===== config.mk =====
export PLATFORM = sky130hd
export DESIGN_NAME = blp_block_lock
export DESIGN_NICKNAME = d
export VERILOG_FILES = /design/src/blp_pkg.sv /design/src/blp_block_lock.sv
export SDC_FILE = /design/constraint.sdc
export NUM_CORES = 1
export LEC_CHECK = 0
export BUFFER_PORTS_ARGS = -buffer_cell sky130_fd_sc_hd__buf_4
export CORE_AREA = 2 2 259 287
export CTS_BUF_LIST = sky130_fd_sc_hd__clkbuf_8
export CTS_CLUSTER_SIZE = 20
export DETAILED_ROUTE_END_ITERATION = 10
export DIE_AREA = 0 0 261 289
export PLACE_DENSITY_LB_ADDON = 0.25
export SYNTH_ARGS = -nofsm -noshare
export SYNTH_HDL_FRONTEND = slang
export SYNTH_SLANG_ARGS = --single-unit

===== constraint.sdc =====
create_clock -name clock -period 4.8 [get_ports clock]
set_clock_uncertainty 0.15 [all_clocks]
set_input_delay 0.24 -clock clock [delete_from_list [all_inputs] [get_ports clock]]
set_output_delay 0.24 -clock clock [all_outputs]
set_load 0.02 [all_outputs]

===== src/blp_pkg.sv =====
// Purpose: Shared constants and types for the block lock protection logic
// Assumes: 131 blocks (4 parameter + 127 main), top or bottom boot strap
// Notes: Offsets are word offsets within identifier space

package blp_pkg;

  // ------------------------------------------------------------
  // Command bytes
  // ------------------------------------------------------------
  localparam logic [7:0] BLP_CMD_CFG_SETUP = 8'h60;
  localparam logic [7:0] BLP_CMD_LOCK = 8'h01;
  localparam logic [7:0] BLP_CMD_UNLOCK = 8'hd0;
  localparam logic [7:0] BLP_CMD_LOCKDOWN = 8'h2f;
  localparam logic [7:0] BLP_CMD_READ_ID = 8'h90;
  localparam logic [7:0] BLP_CMD_READ_ARRAY = 8'hff;

  // ------------------------------------------------------------
  // Register offsets and fields
  // ------------------------------------------------------------
  localparam logic [7:0] BLP_OFS_LOCK_STATUS = 8'h02;
  localparam logic [7:0] BLP_OFS_PERM_WORD = 8'h80;
  localparam int BLP_BIT_LOCK_READOUT = 0;
  localparam int BLP_BIT_LOCKDOWN_READOUT = 1;
  localparam int BLP_BIT_PERM_PARAM = 2;
  localparam int BLP_BIT_PERM_MAIN0 = 3;
  localparam int BLP_BIT_PERM_MAIN2 = 5;
  localparam int BLP_BIT_CFG_LOCK = 6;
  localparam logic [15:0] BLP_PERM_WORD_RST = 16'hffff;

  // ------------------------------------------------------------
  // Status bits driven by this block
  // ------------------------------------------------------------
  localparam int BLP_SR_BLOCK_LOCK = 1;
  localparam int BLP_SR_PROGRAM = 4;
  localparam int BLP_SR_ERASE = 5;

  // ------------------------------------------------------------
  // Block map
  // ------------------------------------------------------------
  localparam int BLP_NUM_BLOCKS = 131;
  localparam int BLP_NUM_PARAM = 4;

  // Host bus write as seen after the command interface
  typedef struct packed {
    logic valid;
    logic [7:0] blk;
    logic [7:0] ofs;
    logic [7:0] data;
  } blp_wr_s;

  // Array operation request from the write state machine
  typedef struct packed {
    logic valid;
    logic is_erase;
    logic [7:0] blk;
  } blp_op_s;

  typedef enum logic [1:0] {BLP_IDLE, BLP_SETUP, BLP_ID} blp_state_e;

endpackage


===== src/blp_block_lock.sv =====
// Purpose: Per-block lock latches, lock machine, permission and readout
// Assumes: Inputs synchronous to clock; power-down shares resetn
// Notes: Permanent lock word programming is accepted one word at a time

`timescale 1ns/100ps

// Contract
// RULE1: Reset low protects all, freezes latches
// RULE2: Low program supply protects all blocks
// RULE3: Otherwise only locked blocks are protected
// RULE4: Unlock clears latch unless hard lockdown
// RULE5: Decode 60h then 01h, D0h, 2Fh
// RULE6: Lockdown sets both latches
// RULE7: Pin low freezes locked-down blocks
// RULE8: Pin high allows unlock/relock of lockdown
// RULE9: Pin fall maps 111/110 states
// RULE10: Virtual lockdown reads locked; unlocks on high
// RULE11: Host locks unlocked blocks before pin low
// RULE12: Reset clears lockdown, sets lock latches
// RULE13: ID mode offset 2 returns latch bits
// RULE14: Lockdown readout cleared only by reset
// RULE15: Lock commands accepted in erase suspend
// RULE16: No lock commands during write suspend
// RULE17: Bad second byte sets bits 4,5
// RULE18: Permanent bits 2-5 disable write/erase
// RULE19: Bit map to parameter and main blocks
// RULE20: Config bit 6 freezes permanent bits
// RULE21: Permanent lock aborts with lock error
// RULE22: No permanent programming during suspended erase; code refuses only if the suspended block has a permanent bit
// RULE23: Permanent lock absent from status readout
// RULE24: Locked target aborts with lock error
// RULE25: Latches in flops, permission combinational
module blp_block_lock
  import blp_pkg::*;
#(
  parameter int NUM_BLOCKS = blp_pkg::BLP_NUM_BLOCKS
)
(
  // Clock and reset
  input wire logic clock,
  input wire logic resetn,
  // Pins and straps
  input wire logic write_protect_n,
  input wire logic program_supply_ok,
  input wire logic top_boot,
  // Host writes and reads
  input wire blp_pkg::blp_wr_s host_wr,
  input wire logic [7:0] rd_blk,
  input wire logic [7:0] rd_ofs,
  output logic [15:0] rd_data,
  output logic id_mode,
  // Write state machine state
  input wire logic erase_suspended,
  input wire logic write_suspended,
  input wire logic [7:0] susp_blk,
  // Permanent lock word programming
  input wire logic perm_prog,
  input wire logic [15:0] perm_data,
  output logic perm_reject,
  // Array operation check
  input wire blp_pkg::blp_op_s op,
  output logic op_allowed,
  output logic op_abort,
  // Status bit sets (one cycle pulses)
  output logic sr_set_lock_err,
  output logic sr_set_program_err,
  output logic sr_set_erase_err
);
  import blp_pkg::*;

  // ------------------------------------------------------------
  // State
  // ------------------------------------------------------------
  logic [NUM_BLOCKS-1:0] lock_latch_r, lock_latch_nxt;
  logic [NUM_BLOCKS-1:0] lockdown_latch_r, lockdown_latch_nxt;
  logic [15:0] perm_word_r = BLP_PERM_WORD_RST;
  logic [15:0] perm_word_nxt;
  blp_state_e state_r, state_nxt;
  logic wp_d_r;
  logic [15:0] rd_data_nxt;
  logic lock_err_nxt, prog_err_nxt, erase_err_nxt, abort_nxt;
  logic wp_fall;
  logic perm_ok;

  assign wp_fall = wp_d_r & ~write_protect_n;
  assign id_mode = (state_r == BLP_ID);

  // Map a block to its permanent lock bit, or none
  function automatic logic perm_locked(input logic [7:0] blk, input logic [15:0] w,
                                       input logic top);
    logic hit;
    int idx;
    hit = 1'b0;
    idx = int'(blk);
    // Parameter blocks share one bit; three main blocks one each
    if (!top && idx < BLP_NUM_PARAM)
      hit = ~w[BLP_BIT_PERM_PARAM]; // RULE19
    else if (top && idx >= NUM_BLOCKS - BLP_NUM_PARAM)
      hit = ~w[BLP_BIT_PERM_PARAM]; // RULE19
    else if (!top && idx >= BLP_NUM_PARAM && idx < BLP_NUM_PARAM + 3)
      hit = ~w[BLP_BIT_PERM_MAIN0 + idx - BLP_NUM_PARAM]; // RULE19
    else if (top && idx < NUM_BLOCKS - BLP_NUM_PARAM && idx >= NUM_BLOCKS - BLP_NUM_PARAM - 3)
      hit = ~w[BLP_BIT_PERM_MAIN0 + (NUM_BLOCKS - BLP_NUM_PARAM - 1 - idx)]; // RULE19
    return hit;
  endfunction

  // ------------------------------------------------------------
  // Write permission, purely combinational from latches, permanent lock word and pins
  // ------------------------------------------------------------
  always_comb
  begin
    op_allowed = 1'b0;
    if (resetn && program_supply_ok && int'(op.blk) < NUM_BLOCKS) // RULE1 RULE2
      op_allowed = ~lock_latch_r[op.blk] // RULE3 RULE24 RULE25
                   & ~(lockdown_latch_r[op.blk] & ~write_protect_n) // RULE9 RULE10
                   & ~perm_locked(op.blk, perm_word_r, top_boot); // RULE18 RULE21
  end

  // ------------------------------------------------------------
  // Command decode, latch updates, readout
  // ------------------------------------------------------------
  always_comb
  begin
    logic [7:0] b;
    b = host_wr.blk;
    lock_latch_nxt = lock_latch_r;
    lockdown_latch_nxt = lockdown_latch_r;
    perm_word_nxt = perm_word_r;
    state_nxt = state_r;
    lock_err_nxt = 1'b0;
    prog_err_nxt = 1'b0;
    erase_err_nxt = 1'b0;
    abort_nxt = 1'b0;
    perm_ok = 1'b0;
    // Pin moves between 111/011 and 110/010 leave the latches alone: the pin
    // level is folded into permission and readout instead, so a virtual
    // lockdown block (lockdown set, lock clear) is protected while the pin
    // is low and writable again the moment it rises, with no clock of delay.
    // Trade-off: 010 and 110 share one latch pattern and only the pin level
    // tells them apart, so the pin must be steady whenever it is sampled.
    // No latch update is needed here for either pin edge.
    if (host_wr.valid)
    begin
      case (state_r)
        BLP_SETUP:
        begin
          state_nxt = BLP_IDLE;
          if (write_suspended || int'(b) >= NUM_BLOCKS)
            state_nxt = BLP_IDLE; // RULE16
          else if (host_wr.data == BLP_CMD_LOCK)
            lock_latch_nxt[b] = lockdown_latch_r[b] && !write_protect_n ?
                                lock_latch_r[b] : 1'b1; // RULE5 RULE7 RULE8 RULE15
          else if (host_wr.data == BLP_CMD_UNLOCK)
          begin
            if (!(lockdown_latch_r[b] && !write_protect_n))
              lock_latch_nxt[b] = 1'b0; // RULE4 RULE8
          end
          else if (host_wr.data == BLP_CMD_LOCKDOWN)
          begin
            if (!(lockdown_latch_r[b] && !write_protect_n))
            begin
              lock_latch_nxt[b] = 1'b1; // RULE6
              lockdown_latch_nxt[b] = 1'b1; // RULE14
            end
          end
          else
          begin
            // Sequence error; the write state machine keeps these sticky
            prog_err_nxt = 1'b1; // RULE17
            erase_err_nxt = 1'b1; // RULE17
          end
        end
        BLP_IDLE, BLP_ID:
        begin
          if (host_wr.data == BLP_CMD_CFG_SETUP)
            state_nxt = BLP_SETUP; // RULE5
          else if (host_wr.data == BLP_CMD_READ_ID)
            state_nxt = BLP_ID; // RULE13
          else if (host_wr.data == BLP_CMD_READ_ARRAY)
            state_nxt = BLP_IDLE;
        end
        default: state_nxt = BLP_IDLE;
      endcase
    end
    // Permanent lock word: cells only go from one to zero
    if (perm_prog)
    begin
      perm_ok = 1'b1;
      if (erase_suspended && perm_locked(susp_blk, 16'h0000, top_boot))
        perm_ok = 1'b0; // RULE22
      if (!perm_word_r[BLP_BIT_CFG_LOCK] &&
          ((perm_data[BLP_BIT_PERM_MAIN2:BLP_BIT_PERM_PARAM] &
            perm_word_r[BLP_BIT_PERM_MAIN2:BLP_BIT_PERM_PARAM]) !=
           perm_word_r[BLP_BIT_PERM_MAIN2:BLP_BIT_PERM_PARAM]))
        perm_ok = 1'b0; // RULE20
      if (perm_ok)
        perm_word_nxt = perm_word_r & perm_data;
      else
      begin
        prog_err_nxt = 1'b1;
        lock_err_nxt = 1'b1;
      end
    end
    // Array operations refused by protection
    if (op.valid && !op_allowed)
    begin
      abort_nxt = 1'b1;
      lock_err_nxt = program_supply_ok | lock_err_nxt; // RULE21 RULE24
    end
    // Readout in identifier mode; permanent state is not mixed in
    rd_data_nxt = 16'h0000;
    if (state_nxt == BLP_ID && rd_ofs == BLP_OFS_LOCK_STATUS && int'(rd_blk) < NUM_BLOCKS)
    begin
      rd_data_nxt[BLP_BIT_LOCK_READOUT] = lock_latch_nxt[rd_blk] |
        (lockdown_latch_nxt[rd_blk] & ~write_protect_n); // RULE10 RULE13 RULE23
      rd_data_nxt[BLP_BIT_LOCKDOWN_READOUT] = lockdown_latch_nxt[rd_blk]; // RULE13
    end
    else if (state_nxt == BLP_ID && rd_ofs == BLP_OFS_PERM_WORD)
      rd_data_nxt = perm_word_nxt;
  end

  // Latches; reset also models power-down
  always_ff @(posedge clock or negedge resetn)
  begin
    if (!resetn)
    begin
      lock_latch_r <= '1; // RULE12 RULE1 RULE4
      lockdown_latch_r <= '0; // RULE12 RULE14
      state_r <= BLP_IDLE;
      wp_d_r <= 1'b0;
      rd_data <= 16'h0000;
      op_abort <= 1'b0;
      sr_set_lock_err <= 1'b0;
      sr_set_program_err <= 1'b0;
      sr_set_erase_err <= 1'b0;
    end
    else
    begin
      lock_latch_r <= lock_latch_nxt;
      lockdown_latch_r <= lockdown_latch_nxt;
      state_r <= state_nxt;
      wp_d_r <= write_protect_n;
      rd_data <= rd_data_nxt;
      op_abort <= abort_nxt;
      sr_set_lock_err <= lock_err_nxt;
      sr_set_program_err <= prog_err_nxt;
      sr_set_erase_err <= erase_err_nxt;
    end
  end

  // Nonvolatile word: not cleared by reset
  always_ff @(posedge clock)
  begin
    perm_word_r <= perm_word_nxt;
  end

  // Power-up value comes from the declaration; reset never sets the cells

  assign perm_reject = perm_prog & ~perm_ok;
endmodule


==> flow_summary.yaml <==
grt:
  antenna_found_initial: 11
  grt_pass1_wl_mm: 164
  gr-usage-all-layers_pct: 30.8
  first_global_vias: 21600
  grt_start_max_net_pins: 156
  grt_remaining_overflow: 0
flow_run:
  drv_cap: 0
place:
  gp_congestion: 1.05
  post-dp-hpwl_mm: 88.2
  post-place-ws_ps: -965
  dp_cells: 3371
  port_buffers: 96
  dpl_cell_area_mm2: 0.0258
floorplan:
  die_h_um: 289
  die_w_um: 261
  start_util_pct: 27.8
  core.rowCount: 104
  io_pins: 106
  core-area_mm2: 0.0726
  die-area_mm2: 0.0754
clock_tree:
  clock_path_buffers: 3
  numCtsBuffers: 57
  clkTransAtPathRegs_ps: 70
  cts_root_buf: "clkbuf_8"
  cts_tree: "yes"
  clock_latency_ps: 700
  cts.sinks: 300
  cts_max_level: 2
layout:
  final_layout_size_suffix_gt1_share_pct: 46.1
  most-common-layout-cells: "617 x buf_4, 153 x dfrtp_1, 151 x nor2_1"
  final_common_cell: "buf_4"
  final_area_mm2: 0.0280
  area_delta_synth_final_pct: 38.9
  stdcell_count: 3529
  final_nets: 2611
  fin_util_pct: 38.6
pwr:
  p_clk_share_pct: 44.2
  power.total_uw: 6230
  static-leakage-power_uw: 0.0121
  ir_drop_mv: 0.180
  p_per_area_mw_per_mm2: 222
  p_int_uw: 4350
  p_seq_share_pct: 40.7
  combPwrFrac_pct: 15.2
  switchingPower_uw: 1890
  p_sw_share_pct: 30.3
timing:
  fin_crit_ps: 4730
  setup_viol: 0
  post-route-period-util_pct: 98.6
  slew_violations: 0
  max_freq_ghz: 0.211
  max_slew_margin_pct: 3.02
  finalWorstSetupSlack_ps: 68.0
  tightest_slew_ps: 1450
  hold_viol: 0
worst_setup_path:
  r2r-end: "rd_data[1]"
  rr_worst_depth: 20
  cp-end-kind: "flop"
  rrSetupSlack_ps: 70
  path_class: "flop to flop"
  setup.worst_path.start: "lockdown_latch_r[26]"
  endpoint: "rd_data[1]"
  critical_path_required_ps: 5220
  r2r-start: "lockdown_latch_r[26]"
  critPathArrivalTime_ps: 5150
  crit_path_start_kind: "flop"
  crit_fanout: 5
drt:
  routed_via_density: 6.27
  vias: 22100
  drt_iter0_drc: 2822
  finalWirelength_mm: 119
  drc: 0
  first_pass_iters: 7
  ant_nets: 0
  wl_per_cell_um: 33.8
synth:
  post_synth_instance_area_mm2: 0.0202
  synth_seq_cells: 300
  synthArstFlopShare_pct: 94.7
  synth_seq_area_share_pct: 37.6
  synth-edff-count: 0
  yosysWarnings: 0
  post_synth.cell_area_avg_um2: 10.3
  ys_types: 100
  syn_inst: 1955
  synth_ff_type: "dfrtp_1"
  syn-num-nets: 2043
status:
  status: "finished clean"
hold_path:
  min_path_type: "input port to flop"
==> critical path, stage by stage, from the launching register on <==
cell and delay (ps):
dfrtp_1 370, mux2i_1 80, buf_4 140, a22oi_2 300, a31oi_1 240, a31o_1 280
nor4b_4 140, buf_4 150, buf_6 130, a21oi_2 320, nor3_2 190, a31o_2 300
a221o_1 300, a2111oi_2 390, buf_4 180, o211ai_1 70, a32oi_1 160, buf_4 200
nor4_1 60, buf_4 170, or2_2 290
==> cell usage after synthesis, types with 38 or more instances <==
cell type  count  share of area, %
mux4_2       142                16
a22oi_1       44               1.6
dfrtp_1      153                19
inv_1         42              0.78
a31oi_1      135               4.2
nor2_1       159               3.0
a31o_2        52               2.3
nand2_1      140               2.6
dfstp_2      131                17
clkbuf_1     110               2.0
a21oi_1       95               2.4
a21o_1        51               1.9
mux2i_1       77               3.8
nor3_1        38              0.94
o21ai_0       48               1.2
==> metal layers <==
metal / share of wire, % / vias up / GRT usage, %
met5: 0.065 / - / 0
met4: 7.7 / 12 / 18.4
met3: 12 / 410 / 7.59
met2: 43 / 1629 / 47.0
met1: 37 / 11200 / 39.6
li1: - / 8879 / -
==> per-stage QoR <==
stage | TNS (ps) | hold WS (ps)
floorplan | 0 | -206
global placement | -1890 | 105
detailed placement | -2000 | 117
CTS | 0 | 26.9
global route | -36.5 | 108
finish | 0 | 74.1
==> power groups by stage <==
stage / Clock (uW) / Sequential, uW / Combinational, uW
floorplan: 0 / 2580 / 360
global placement: 0 / 2580 / 877
detailed placement: 0 / 2580 / 876
CTS: 2800 / 2540 / 904
global route: 2930 / 2530 / 962
finish: 2750 / 2540 / 946
==> state kept, by name, summed over array words and instances, names as in the netlist <==
signal	cells
sr_set_erase_err	1
sr_set_lock_err	1
op_abort	1
state_r	2
perm_word_r	16
lock_latch_r	131
lockdown_latch_r	131
sr_set_program_err	1
rd_data	16
==> kinds of logic (layout without fill, tap and decap cells) <==
logic type                 after synthesis  in the layout  synth area share (%)
other                                    0              3                     0
xor gates and xnor gates                 5              5                 0.217
and+or+nand+nor                        498            498                  12.0
DFF                                    300            300                  37.6
AOI/OAI and AO/OA                      695            695                  24.8
buffers and inverters                  228            845                  5.06
adders and majority gates                5              5                 0.310
muxes                                  224            224                  20.0
==> area by class of cell <==
class | instances | area [um2]
Sequential cell | 300 | 7590
Antenna cell | 3 | 7.51
Fill cell | 7173 | 44600
Inverter | 43 | 161
Clock inverter | 35 | 221
Timing Repair Buffer | 694 | 5800
Multi-Input combinational cell | 1427 | 12000
Clock buffer | 73 | 1000
Tap cell | 954 | 1190
==> what timing repair did <==
action,in CTS,in global routing
endpoints found under the hold margin,106,0
resized for setup,13,59
setup endpoints to repair,2,2
hold buffers,34,0
setup buffers,1,11
cloned,0,4
pin swaps,1,27
==> worst min path at each step <==
stage	from	endpoint	slack (ps)	depth (start not counted)
final	erase_suspended	sr_set_program_err	70	5
after global routing	rd_ofs[1]	rd_data[0]	110	4
after CTS	rd_ofs[1]	rd_data[0]	30	4
after detailed placement	resetn	rd_data[7]	120	1
after global placement	resetn	rd_data[7]	100	1
after floorplan	resetn	lockdown_latch_r[0]	-210	0
(Power assumes the default switching activity.)
